===== src/toc_pkg.sv =====
// Purpose: Shared constants and types for the 16-bit timer output compare block
// Assumes: 32-bit AHB-Lite register access, one word per register
// Notes: Byte-wide registers sit in the low eight bits of their word
package toc_pkg;
  // ==========================================================
  // Register byte addresses
  localparam logic [7:0] OFS_CTRL = 8'h00;
  localparam logic [7:0] OFS_FORCE = 8'h04;
  localparam logic [7:0] OFS_FLAGS = 8'h08;
  localparam logic [7:0] OFS_IRQ_EN = 8'h0C;
  localparam logic [7:0] OFS_COUNT_LOW = 8'h10;
  localparam logic [7:0] OFS_COUNT_HIGH = 8'h14;
  localparam logic [7:0] OFS_CMP_A_LOW = 8'h18;
  localparam logic [7:0] OFS_CMP_A_HIGH = 8'h1C;
  localparam logic [7:0] OFS_CMP_B_LOW = 8'h20;
  localparam logic [7:0] OFS_CMP_B_HIGH = 8'h24;
  localparam logic [7:0] OFS_CMP_C_LOW = 8'h28;
  localparam logic [7:0] OFS_CMP_C_HIGH = 8'h2C;
  localparam logic [7:0] OFS_PIN = 8'h30;
  // ==========================================================
  // Field positions and reset values
  localparam int FLAG_OVF = 0;
  localparam int FLAG_CMP0 = 1;
  localparam int PIN_PORT0 = 3;
  localparam logic [15:0] COUNT_RESET = 16'h0000;
  localparam logic [15:0] COUNT_MAX = 16'hFFFF;
  localparam logic [15:0] COUNT_BOTTOM = 16'h0000;
  localparam logic [15:0] TOP_8BIT = 16'h00FF;
  localparam logic [15:0] TOP_9BIT = 16'h01FF;
  localparam logic [15:0] TOP_10BIT = 16'h03FF;
  localparam logic [7:0] BYTE_ZERO = 8'h00;
  localparam logic [31:0] WORD_ZERO = 32'h0000_0000;
  // ==========================================================
  // Waveform select codes
  localparam logic [3:0] WAVE_NORMAL = 4'h0;
  localparam logic [3:0] WAVE_PC8 = 4'h1;
  localparam logic [3:0] WAVE_PC9 = 4'h2;
  localparam logic [3:0] WAVE_PC10 = 4'h3;
  localparam logic [3:0] WAVE_CTC_A = 4'h4;
  localparam logic [3:0] WAVE_FAST8 = 4'h5;
  localparam logic [3:0] WAVE_FAST9 = 4'h6;
  localparam logic [3:0] WAVE_FAST10 = 4'h7;
  localparam logic [3:0] WAVE_PFC_CAP = 4'h8;
  localparam logic [3:0] WAVE_PFC_A = 4'h9;
  localparam logic [3:0] WAVE_PC_CAP = 4'hA;
  localparam logic [3:0] WAVE_PC_A = 4'hB;
  localparam logic [3:0] WAVE_CTC_CAP = 4'hC;
  localparam logic [3:0] WAVE_RSVD = 4'hD;
  localparam logic [3:0] WAVE_FAST_CAP = 4'hE;
  localparam logic [3:0] WAVE_FAST_A = 4'hF;
  // Output action codes
  localparam logic [1:0] ACT_NONE = 2'h0;
  localparam logic [1:0] ACT_TOGGLE = 2'h1;
  localparam logic [1:0] ACT_CLEAR = 2'h2;
  localparam logic [1:0] ACT_SET = 2'h3;
  // ==========================================================
  // Control register layout, high bits first
  typedef struct packed {
    logic [1:0] action_c;
    logic [1:0] action_b;
    logic [1:0] action_a;
    logic [3:0] waveform_select;
  } toc_ctrl_t;
  typedef enum logic {BUS_IDLE, BUS_RD_WAIT} toc_bus_state_t;
endpackage


===== src/toc_timer16_output_compare.sv =====
// Purpose: Counter, three output compare channels and waveform pins of a 16-bit timer
// Assumes: i_timer_tick is a one-cycle prescaled timer clock strobe from logic on i_sys_clk
// Notes: Capture register is not present, so modes topped by it count to MAX
// Summary of operation
// - Compare all 16 bits, flag on match
// - Flag with enable requests irq, ack clears
// - Writing one clears flag, zero ignored
// - Channel A value can be counter top
// - Buffered in PWM modes, not normal/CLEAR_ON_MATCH_MODE
// - Buffer loads active only at top/bottom
// - CPU reaches buffer or active per mode
// - Only CPU changes compare; high read direct
// - High byte to latch, low loads all
// - Force updates output outside PWM, no flag, no clear
// - Count write blocks next tick's match
// - Output bit kept across mode change
// - Action select unbuffered, applies next match
// - Nonzero action routes output bit to pin
// - Reset clears every output bit
// - Action zero leaves output bit alone
// - Action select never touches capture logic
// - Normal mode counts up, wraps to zero
// - Normal overflow flag set on wrap only
// - Normal mode accepts count writes anytime
// - Three independent channels A, B, C
// - Buffered A loads at top, or at bottom in frequency-correct modes
// - Count write beats clear and count
`timescale 1ns/1ps
module toc_timer16_output_compare
  import toc_pkg::*;
#(
  parameter int NUM_CH = 3
) (
  input wire logic i_sys_clk,
  input wire logic i_resetn,
  input wire logic i_timer_tick,
  input wire logic i_hsel,
  input wire logic [7:0] i_haddr,
  input wire logic [1:0] i_htrans,
  input wire logic i_hwrite,
  input wire logic [2:0] i_hsize,
  input wire logic [31:0] i_hwdata,
  input wire logic i_hready,
  output logic o_hreadyout,
  output logic o_hresp,
  output logic [31:0] o_hrdata,
  input wire logic [NUM_CH:0] i_irq_ack,
  output logic [NUM_CH-1:0] o_compare_irq,
  output logic o_overflow_irq,
  output logic [NUM_CH-1:0] o_pin_out,
  output logic [NUM_CH-1:0] o_pin_oe
);
  // ==========================================================
  // Mode decoding helpers
  function automatic logic is_pwm(input logic [3:0] w);
    is_pwm = !(w == WAVE_NORMAL || w == WAVE_CTC_A || w == WAVE_CTC_CAP || w == WAVE_RSVD);
  endfunction
  function automatic logic is_dual(input logic [3:0] w);
    is_dual = (w >= WAVE_PC8 && w <= WAVE_PC10) || (w >= WAVE_PFC_CAP && w <= WAVE_PC_A);
  endfunction
  function automatic logic [15:0] top_of(input logic [3:0] w, input logic [15:0] cmp_a);
    case (w)
      WAVE_PC8, WAVE_FAST8: top_of = TOP_8BIT;
      WAVE_PC9, WAVE_FAST9: top_of = TOP_9BIT;
      WAVE_PC10, WAVE_FAST10: top_of = TOP_10BIT;
      WAVE_CTC_A, WAVE_PFC_A, WAVE_PC_A, WAVE_FAST_A: top_of = cmp_a;
      default: top_of = COUNT_MAX;
    endcase
  endfunction
  function automatic logic act_next(input logic [1:0] a, input logic cur);
    case (a)
      ACT_TOGGLE: act_next = !cur;
      ACT_CLEAR: act_next = 1'b0;
      ACT_SET: act_next = 1'b1;
      default: act_next = cur;
    endcase
  endfunction

  // ==========================================================
  // AHB-Lite slave front end
  toc_bus_state_t bus_q;
  logic wr_q;
  logic [7:0] addr_q;
  logic [31:0] rdata_q;
  logic addr_ok;
  logic wr_now;
  logic [7:0] wbyte;
  logic [31:0] rd_mux;

  toc_ctrl_t ctrl_q;
  logic [NUM_CH:0] flags_q;
  logic [NUM_CH:0] irq_en_q;
  logic [15:0] count_q;
  logic down_q;
  logic [7:0] temp_q;
  logic block_q;
  logic [15:0] buf_q [NUM_CH];
  logic [15:0] act_q [NUM_CH];
  logic [NUM_CH-1:0] wave_q;
  logic [NUM_CH-1:0] dir_q;
  logic [NUM_CH-1:0] port_q;

  // Transfer accepted in the address phase
  assign addr_ok = i_hsel && i_htrans[1] && i_hready;
  assign wr_now = wr_q;
  assign wbyte = i_hwdata[7:0];
  // Writes finish with zero wait; reads take one wait so a preceding write is visible
  assign o_hreadyout = (bus_q != BUS_RD_WAIT);
  assign o_hresp = 1'b0;
  assign o_hrdata = rdata_q;

  // Address capture and read wait state
  always_ff @(posedge i_sys_clk) begin
    if (!i_resetn) begin
      bus_q <= BUS_IDLE;
      wr_q <= 1'b0;
      addr_q <= BYTE_ZERO;
    end else begin
      wr_q <= addr_ok && i_hwrite;
      if (addr_ok) begin
        addr_q <= i_haddr;
      end
      case (bus_q)
        BUS_IDLE: bus_q <= (addr_ok && !i_hwrite) ? BUS_RD_WAIT : BUS_IDLE;
        BUS_RD_WAIT: bus_q <= BUS_IDLE;
        default: bus_q <= BUS_IDLE;
      endcase
    end
  end

  // Read multiplexer; unmapped offsets read as zero
  always_comb begin
    rd_mux = WORD_ZERO;
    case (addr_q)
      OFS_CTRL: rd_mux = {22'h000000, ctrl_q};
      OFS_FLAGS: rd_mux = {28'h0000000, flags_q};
      OFS_IRQ_EN: rd_mux = {28'h0000000, irq_en_q};
      OFS_COUNT_LOW: rd_mux = {24'h000000, count_q[7:0]};
      OFS_COUNT_HIGH: rd_mux = {24'h000000, temp_q};
      OFS_PIN: rd_mux = {26'h0000000, port_q, dir_q};
      default: begin
        for (int i = 0; i < NUM_CH; i++) begin
          // Compare reads bypass the shared latch; buffered view in PWM modes, active value otherwise
          if (addr_q == OFS_CMP_A_LOW + 8'(i * 8)) begin
            rd_mux = {24'h000000, (is_pwm(ctrl_q.waveform_select) ? buf_q[i][7:0] : act_q[i][7:0])};
          end
          if (addr_q == OFS_CMP_A_HIGH + 8'(i * 8)) begin
            rd_mux = {24'h000000, (is_pwm(ctrl_q.waveform_select) ? buf_q[i][15:8] : act_q[i][15:8])};
          end
        end
      end
    endcase
  end

  // Read data registered at the end of the wait state
  always_ff @(posedge i_sys_clk) begin
    if (!i_resetn) begin
      rdata_q <= WORD_ZERO;
    end else if (bus_q == BUS_RD_WAIT) begin
      rdata_q <= rd_mux;
    end
  end

  // ==========================================================
  // Control, enable and pin registers
  logic cnt_wr;
  logic tick_ev;
  assign cnt_wr = wr_now && addr_q == OFS_COUNT_LOW;
  assign tick_ev = i_timer_tick && !cnt_wr; // CPU write wins over count and clear

  // Mode changes never touch the output bits held below
  always_ff @(posedge i_sys_clk) begin
    if (!i_resetn) begin
      ctrl_q <= '0;
      irq_en_q <= '0;
      dir_q <= '0;
      port_q <= '0;
    end else if (wr_now) begin
      if (addr_q == OFS_CTRL) begin
        ctrl_q <= i_hwdata[9:0]; // Actions unbuffered, used at the next match
      end
      if (addr_q == OFS_IRQ_EN) begin
        irq_en_q <= i_hwdata[NUM_CH:0];
      end
      if (addr_q == OFS_PIN) begin
        dir_q <= i_hwdata[NUM_CH-1:0];
        port_q <= i_hwdata[PIN_PORT0 +: NUM_CH];
      end
    end
  end

  // Shared high-byte latch: high writes fill it, count-low reads load it
  always_ff @(posedge i_sys_clk) begin
    if (!i_resetn) begin
      temp_q <= BYTE_ZERO;
    end else if (wr_now && (addr_q == OFS_COUNT_HIGH || addr_q == OFS_CMP_A_HIGH ||
                            addr_q == OFS_CMP_B_HIGH || addr_q == OFS_CMP_C_HIGH)) begin
      temp_q <= wbyte;
    end else if (bus_q == BUS_RD_WAIT && addr_q == OFS_COUNT_LOW) begin
      temp_q <= count_q[15:8];
    end
  end

  // ==========================================================
  // Counter
  logic pwm;
  logic dual;
  logic [15:0] top;
  logic at_top;
  logic at_bottom;
  assign pwm = is_pwm(ctrl_q.waveform_select);
  assign dual = is_dual(ctrl_q.waveform_select);
  assign top = top_of(ctrl_q.waveform_select, act_q[0]);
  assign at_top = count_q == top;
  assign at_bottom = count_q == COUNT_BOTTOM;

  // Dual-slope modes turn at top and bottom; others restart from bottom after top
  always_ff @(posedge i_sys_clk) begin
    if (!i_resetn) begin
      count_q <= COUNT_RESET;
      down_q <= 1'b0;
    end else if (cnt_wr) begin
      count_q <= {temp_q, wbyte}; // Accepted at any time
    end else if (i_timer_tick) begin
      if (!dual) begin
        down_q <= 1'b0;
        // Normal mode top is MAX, so it only ever wraps
        count_q <= (at_top && ctrl_q.waveform_select != WAVE_NORMAL) ? COUNT_BOTTOM : count_q + 16'h0001;
      end else if (!down_q) begin
        down_q <= at_top;
        count_q <= at_top ? count_q - 16'h0001 : count_q + 16'h0001;
      end else begin
        down_q <= !at_bottom;
        count_q <= at_bottom ? count_q + 16'h0001 : count_q - 16'h0001;
      end
    end
  end

  // Match blocker armed by every count write, released by the next tick
  always_ff @(posedge i_sys_clk) begin
    if (!i_resetn) begin
      block_q <= 1'b0;
    end else if (cnt_wr) begin
      block_q <= 1'b1;
    end else if (i_timer_tick) begin
      block_q <= 1'b0;
    end
  end

  // ==========================================================
  // Compare channels
  logic [NUM_CH-1:0] match;
  logic [NUM_CH-1:0] force_ev;
  logic ovf_ev;
  logic load_ev;
  logic wrap_ev;
  logic [NUM_CH:0] set_ev;
  logic [NUM_CH-1:0][1:0] act_sel;

  // Equality over the whole word, only on an unblocked timer tick
  always_comb begin
    for (int i = 0; i < NUM_CH; i++) begin
      match[i] = tick_ev && !block_q && count_q == act_q[i];
      force_ev[i] = wr_now && addr_q == OFS_FORCE && i_hwdata[i] && !pwm;
    end
  end

  // Overflow in normal/CLEAR_ON_MATCH_MODE when MAX rolls over, at top in fast PWM, at bottom in dual slope
  assign ovf_ev = tick_ev && (dual ? (down_q && at_bottom) : (pwm ? at_top : count_q == COUNT_MAX));
  // Buffer transfer point: bottom for frequency-correct modes, top otherwise
  assign load_ev = pwm && tick_ev && ((ctrl_q.waveform_select == WAVE_PFC_CAP ||
                   ctrl_q.waveform_select == WAVE_PFC_A) ? (down_q && at_bottom) : at_top);
  assign wrap_ev = tick_ev && at_top && !dual;
  assign set_ev = {match, ovf_ev}; // Overflow in bit 0, channels above it
  assign act_sel = ctrl_q[4 +: 2 * NUM_CH]; // Action field of each channel

  // Compare values change only through CPU writes and buffer transfers
  always_ff @(posedge i_sys_clk) begin
    if (!i_resetn) begin
      for (int i = 0; i < NUM_CH; i++) begin
        buf_q[i] <= COUNT_RESET;
        act_q[i] <= COUNT_RESET;
      end
    end else begin
      for (int i = 0; i < NUM_CH; i++) begin
        if (wr_now && addr_q == OFS_CMP_A_LOW + 8'(i * 8)) begin
          buf_q[i] <= {temp_q, wbyte}; // All 16 bits in one cycle
        end
        if (wr_now && addr_q == OFS_CMP_A_LOW + 8'(i * 8) && !pwm) begin
          act_q[i] <= {temp_q, wbyte}; // Unbuffered outside PWM
        end else if (load_ev) begin
          act_q[i] <= buf_q[i];
        end
      end
    end
  end

  // Flags: hardware set wins over acknowledge and write-one clear
  always_ff @(posedge i_sys_clk) begin
    if (!i_resetn) begin
      flags_q <= '0;
    end else begin
      for (int i = 0; i <= NUM_CH; i++) begin
        if (set_ev[i]) begin
          flags_q[i] <= 1'b1;
        end else if ((wr_now && addr_q == OFS_FLAGS && i_hwdata[i]) || (i_irq_ack[i] && irq_en_q[i])) begin
          flags_q[i] <= 1'b0;
        end
      end
    end
  end

  // Interrupt requests are plain levels
  assign o_compare_irq = flags_q[NUM_CH:FLAG_CMP0] & irq_en_q[NUM_CH:FLAG_CMP0];
  assign o_overflow_irq = flags_q[FLAG_OVF] && irq_en_q[FLAG_OVF];

  // Waveform output bits, one per channel
  always_ff @(posedge i_sys_clk) begin
    if (!i_resetn) begin
      wave_q <= '0;
    end else begin
      for (int i = 0; i < NUM_CH; i++) begin
        if (!pwm) begin
          if (match[i] || force_ev[i]) begin
            wave_q[i] <= act_next(act_sel[i], wave_q[i]);
          end
        end else if (act_sel[i] == ACT_TOGGLE) begin
          // Toggle only exists on channel A when A sets top
          if (i == 0 && top == act_q[0] && match[i]) begin
            wave_q[i] <= !wave_q[i];
          end
        end else if (act_sel[i] != ACT_NONE) begin
          // Bottom restart has priority so a match at top gives a steady level
          if (wrap_ev) begin
            wave_q[i] <= (act_sel[i] == ACT_CLEAR);
          end else if (match[i]) begin
            wave_q[i] <= (act_sel[i] == ACT_SET) ^ (dual && down_q);
          end
        end
      end
    end
  end

  // Pin source: output bit when any action bit is set; direction still gates the driver
  // Capture logic does not exist here and the selector feeds only this path and the output-bit logic
  always_ff @(posedge i_sys_clk) begin
    if (!i_resetn) begin
      o_pin_out <= '0;
      o_pin_oe <= '0;
    end else begin
      for (int i = 0; i < NUM_CH; i++) begin
        o_pin_out[i] <= (ctrl_q[4 + 2 * i +: 2] != ACT_NONE) ? wave_q[i] : port_q[i];
        o_pin_oe[i] <= dir_q[i];
      end
    end
  end
endmodule


===== config.mk =====
export PLATFORM = sky130hd
export DESIGN_NAME = toc_timer16_output_compare
export DESIGN_NICKNAME = d
export VERILOG_FILES = /design/src/toc_pkg.sv /design/src/toc_timer16_output_compare.sv
export SDC_FILE = /design/constraint.sdc
export NUM_CORES = 1
export LEC_CHECK = 0
export BUFFER_PORTS_ARGS = -buffer_cell sky130_fd_sc_hd__buf_2
export CAP_MARGIN = 20
export CORE_MARGIN = 3
export CORE_UTILIZATION = 25
export CTS_CLUSTER_SIZE = 40
export DETAILED_ROUTE_END_ITERATION = 16
export PLACE_DENSITY = 0.51
export SYNTH_ARGS = -nofsm -noshare
export SYNTH_HDL_FRONTEND = slang
export SYNTH_SLANG_ARGS = --single-unit

===== constraint.sdc =====
create_clock -name i_sys_clk -period 7.45 [get_ports i_sys_clk]
set_clock_uncertainty 0.1 [all_clocks]
set_input_delay 1.49 -clock i_sys_clk [delete_from_list [all_inputs] [get_ports i_sys_clk]]
set_output_delay 1.49 -clock i_sys_clk [all_outputs]
set_load 0.01 [all_outputs]

---- After elaboration in Yosys (flattened, before gate mapping) ----
Memories as Yosys holds them, arrays and structs flattened.
Index checks and enable logic that the tools add are counted.
word-level totals
  word-level logic and storage cells ...... 299
  register bits after elaboration ......... 101
  output and inout bits ................... 44
  memories ................................ 2
  memory bits (writable) .................. 96
memory list
  memory  depth  bits a word  read ports  clocked after memory_dff  wr ports  RTL line                          text
  act_q   3      16           3           0                         3         toc_timer16_output_compare.sv:98  logic [15:0] act_q [NUM_CH];
  buf_q   3      16           3           0                         3         toc_timer16_output_compare.sv:97  logic [15:0] buf_q [NUM_CH];
operators by class
  $add $sub $neg .......................... 2
  bitwise logic cells ..................... 15
  reduce and logical (&&, ||, !) cells .... 100
  $lt $le $gt $ge ......................... 4
  eq/ne operators ......................... 49
  muxes and demuxes ....................... 103
operators with widths
  operator                 count
  $mux W16                 16
  $pmux W32 S6             1
  $mux W32                 5
  $eq A16 B16 Y1           5
  $mux W8                  9
  $mux W1                  67
  $pmux W16 S4             1
  $logic_and A1 B1 Y1      46
  $eq A8 B6 Y1 const B     5
  $eq A8 B5 Y1 const B     4
  $eq A4 B4 Y1 const B     6
  $reduce_bool A2 Y1       11
  $add A16 B1 Y16 const B  1
  $eq A16 B16 Y1 const B   1
  $eq A4 B3 Y1 const B     4
  $eq A8 B4 Y1 const B     2
  $logic_not A16 Y1        1
  $sub A16 B1 Y16 const B  1
  $logic_or A1 B1 Y1       15
  $reduce_and A5 Y1        3
  $eq A2 B2 Y1 const B     6
  $ne A4 B1 Y1 const B     3
  $logic_not A1 Y1         9
  $or A1 B1 Y1             9
  other kinds (23)         42

---- Logic depth before layout (Yosys ltp) ----
  depth in word-level cells ............... 12
  mapped depth ............................ 11
  mapped depth without buffers ............ 9

---- Worst setup path after synthesis ----
OpenSTA, ideal clock, no wires.
  path type ............................... flip-flop to flip-flop
  start point ............................. reg ctrl_q[1] (netlist bit)
  end point ............................... mem act_q[0][0], enable pin
  stages on the path, launching flop included .. 11
  slack ................................... 3822 ps
  required time ........................... 6939 ps
  period minus slack after synthesis ...... 3628 ps
  library setup time ...................... 411 ps
  data arrival time ....................... 3117 ps
  path through ............................ dfxtp_1 -> nand2b_1 -> mux2_4 -> nor4_4 -> o2111ai_2 -> a2111oi_4 -> a21oi_1 -> nor4_2 -> buf_2 -> nor2_1 -> o21ai_0
RTL lines
  what                    RTL line                           text
  from (decl)             toc_timer16_output_compare.sv:90   toc_ctrl_t ctrl_q;
  from (signal assigned)  toc_timer16_output_compare.sv:180  ctrl_q <= i_hwdata[9:0];
  to (decl)               toc_timer16_output_compare.sv:98

==> results by group <==
Clock tree
  • Htree depth: 4
  • Resize count post-CTS: 0
  • Clk root buf: clkbuf_16
  • Hold_buf cts: 0
  • Worst-Skew Late Latency: 0.44 ns
  • Total CTS buffers: 17
  • CTS tree: built
  • TritonCTS Sinks: 175
  • CTS Buffer Depth: 2
  • Setup Buffers After CTS: 0
  • Clk pin slew, worst setup/hold paths: 0.07 ns

Power and ir drop
  • Leakage Power: 0.00402 uW
  • Pwr dens: 192 nW/um^2
  • Max IR drop VDD: 0.000155 V

Timing
  • Peak Freq: 219 MHz
  • Final min period: 4.56 ns
  • Final TNS setup: 0 ns
  • RSZ-0062 raised after global routing: no
  • Max Slew Vio Count: 0
  • Crit share post-route: 61.2%
  • Worst rel slew slack: 32.6%
  • Worst Max-Slew Pin Slew: 1.01 ns
  • Final hold vios: 0
  • Endpoints failing setup: 0
  • Hold slack: 0.370 ns

Final layout
  • Most frequent cells in the layout: 169 x nand2_1, 96 x edfxtp_1, 94 x a21oi_1
  • Layout fillers: 4099
  • Commonest non-fill, non-tap cell in the layout: nand2_1
  • Final Core Density: 28.8%
  • Register area: 4460 um^2
  • Syn-to-layout area delta: 12.1%
  • Ant diodes: 0
  • Layout cells sized above 1: 10.4%
  • Final nets: 1145
  • Multi-input gate area: 4850 um^2

Min path
  • Hold Crit Start: o_hrdata[9]
  • Hold Path Sink: o_hrdata[9]
  • Worst hold-check path type: flop to flop
  • Hold depth: 2

Worst setup path
  • R2R depth: 11
  • Reg2reg start: ctrl_q[1]
  • Crit path arrival time: 4.58 ns
  • Crit-path cells: nand2b_1, mux2_4, nor4_4, o2111ai_2, a2111oi_4, a21oi_1, nor4_4, buf_4, nor2_1, o21ai_1, buf_4
  • CP max stage delay: 0.70 ns
  • Slowest CP cell: dfxtp_1
  • CP endpoint kind: flop
  • FF-to-FF setup slack: 2.89 ns
  • Startpoint Class: flop
  • WP data required: 7.47 ns
  • Critical path fanouts, max: 49
  • Cell family with most CP delay: compound AO/OA/AOI/OAI gates
  • WP buf/inv: 2
  • Crit Path Category: flop to flop
  • Reg-to-reg endpoint: act_q[1][1]

Floorplan
  • Die W: 204 um
  • Height of the die: 204 um
  • DIE AREA: 41700 um^2
  • Std cell rows: 71
  • I/O pin cnt: 99
  • Core Region: 38200 um^2
  • Starting Density: 25.7%

GRT
  • Number of global-route vias before repair: 8107
  • Largest net degree at the start of global routing: 68
  • Grt total ovfl: 0
  • Initial antenna violation count: 0
  • GRT Util Overall: 16.6%
  • Wire length of the first global-routing pass: 52200 um

Status
  • Outcome: completed

Routing
  • DR pass1 iterations: 8
  • WL/cell: 21.9 um
  • Initial DRC Count: 891
  • Vias per Instance: 5.37
  • Detailed-route wire length: 35300 um
  • Via count: 8658
  • Remaining antenna violation count after routing: 0
  • Residual DRC: 0

Synth
  • Area share of the largest cell type after synthesis: 29.4%
  • Netlist cell types: 71
  • Main area contributors after synthesis: edfxtp_1 29%, dfxtp_1 16%, nand2_1 6.5%, a21oi_1 4.8%, a22o_1 4.3%
  • Ys Warns: 0
  • Post-Syn Area: 9820 um^2
  • Async SR Flop Fraction: 0%
  • Post-synth EDFFs: 96
  • Syn Area/Cell: 8.99 um^2
  • Ys flop type: edfxtp_1
  • Seq cells post-synth: 175
  • Register area share after synthesis: 45.5%
  • Cells after Synth: 1092
  • Yosys top cell by area: edfxtp_1

Placement
  • Input/output buffers: 49
  • GP Congestion: 0.900
  • Detailed placement HPWL: 24400 um

Run
  • Max-cap check violation count: 0
Yosys cell counts (all sizes together), types with 2 or more instances:
cell     count
edfxtp      96
nor4        22
nor4bb       3
o31ai        3
mux2i       30
nand4b       2
nand2b       9
o211ai       6
nand3b       3
nor2b        4
nand3       35
and2        26
ha           3
nor2        68
nor3        29
and3b        2
a211oi       7
or3          2
and4         5
o2bb2ai      3
o21ai       31
nand4       18
a2111oi      4
o21a         2
a311oi      12
clkbuf      67
or2          3
a22o        48
buf         45
inv         20
o2111ai      7
nor3b        2
and3        13
o21ba        2
nand2      169
or4          3
a21oi       95
o22ai       18
xnor2       17
a31oi        8
dfxtp       79
a22oi        8
xor2        38
o21bai       2
a222oi       8
worst max-delay path by stage:
| stage | end | cells after the start | startpoint |
|---|---|---|---|
| 2_1_floorplan | act_q[0][0] | 10 | ctrl_q[1] |
| 3_3_place_gp | act_q[2][13] | 11 | ctrl_q[1] |
| 3_5_place_dp | act_q[1][13] | 11 | ctrl_q[1] |
| 4_1_cts | act_q[2][4] | 11 | ctrl_q[1] |
| 5_1_grt | act_q[1][13] | 11 | ctrl_q[1] |
| 6_report | act_q[1][1] | 11 | ctrl_q[1] |
kinds of logic after synthesis:
logic type	after synthesis	synth area share, %
AND/OR/NAND/NOR	421	20.7
adder cells (fa/ha/maj)	3	0.382
other	1	0.0382
AO/OA/AOI/OAI	274	19.0
buffers and inverters	132	6.21
XOR/XNOR	55	4.91
flip-flops	175	45.5
multiplexers	31	3.21
metrics by stage:
stage / total power (uW) / cell area [um^2] / std cells / worst slack, ns
final: 2110 / 11000 / 1611 / 2.89
after global routing: 2170 / 11000 / 1611 / 2.57
after CTS: 2110 / 11000 / 1610 / 2.93
after detailed placement: 1220 / 10400 / 1578 / 2.96
after global placement: 1220 / 10400 / 1578 / 3.00
after floorplan: 1170 / 9900 / 1114 / 3.82
worst reg2reg max path, stage by stage, from the launching register on:
cell	delay [ns]
dfxtp_1	0.70
nand2b_1	0.25
mux2_4	0.36
nor4_4	0.32
o2111ai_2	0.20
a2111oi_4	0.55
a21oi_1	0.22
nor4_4	0.23
buf_4	0.55
nor2_1	0.18
o21ai_1	0.27
buf_4	0.32
layer usage:
layer	wire, um	global-route usage [%]	vias up	part of all wire [%]
met4	787	5.16	0	2.2
met3	2840	3.38	39	8.0
met2	15900	25.6	393	45
li1	-	-	3949	-
met1	15800	23.4	4277	45
met5	0	0	-	0
power breakdown:
part	switching [uW]	total, uW	leakage, uW	internal [uW]
sequential	29.4	1070	0.00163	1040
clock	454	905	0.000281	451
combinational	97.3	135	0.00211	38.0
layout make-up:
cell class | instances | area share [%]
multi-input cells | 807 | 44.1
clock inverters | 15 | 1.56
well taps | 511 | 5.81
flip-flops and latches | 175 | 40.6
inverters | 20 | 0.682
repair buffers | 66 | 3.39
clock buffers | 17 | 3.87
flip-flops by register name (all words and copies together) (netlist names):
| name | cells |
|---|---|
| act_q | 48 |
| act_sel | 6 |
| addr_q | 8 |
| block_q | 1 |
| buf_q | 48 |
| bus_q | 1 |
| count_q | 16 |
| ctrl_q | 4 |
| dir_q | 3 |
| down_q | 1 |
| flags_q | 4 |
| irq_en_q | 4 |
| o_hrdata | 10 |
| o_pin_oe | 3 |
| o_pin_out | 3 |
| port_q | 3 |
| temp_q | 8 |
| wave_q | 3 |
| wr_now | 1 |
(Power assumes the default switching activity.)
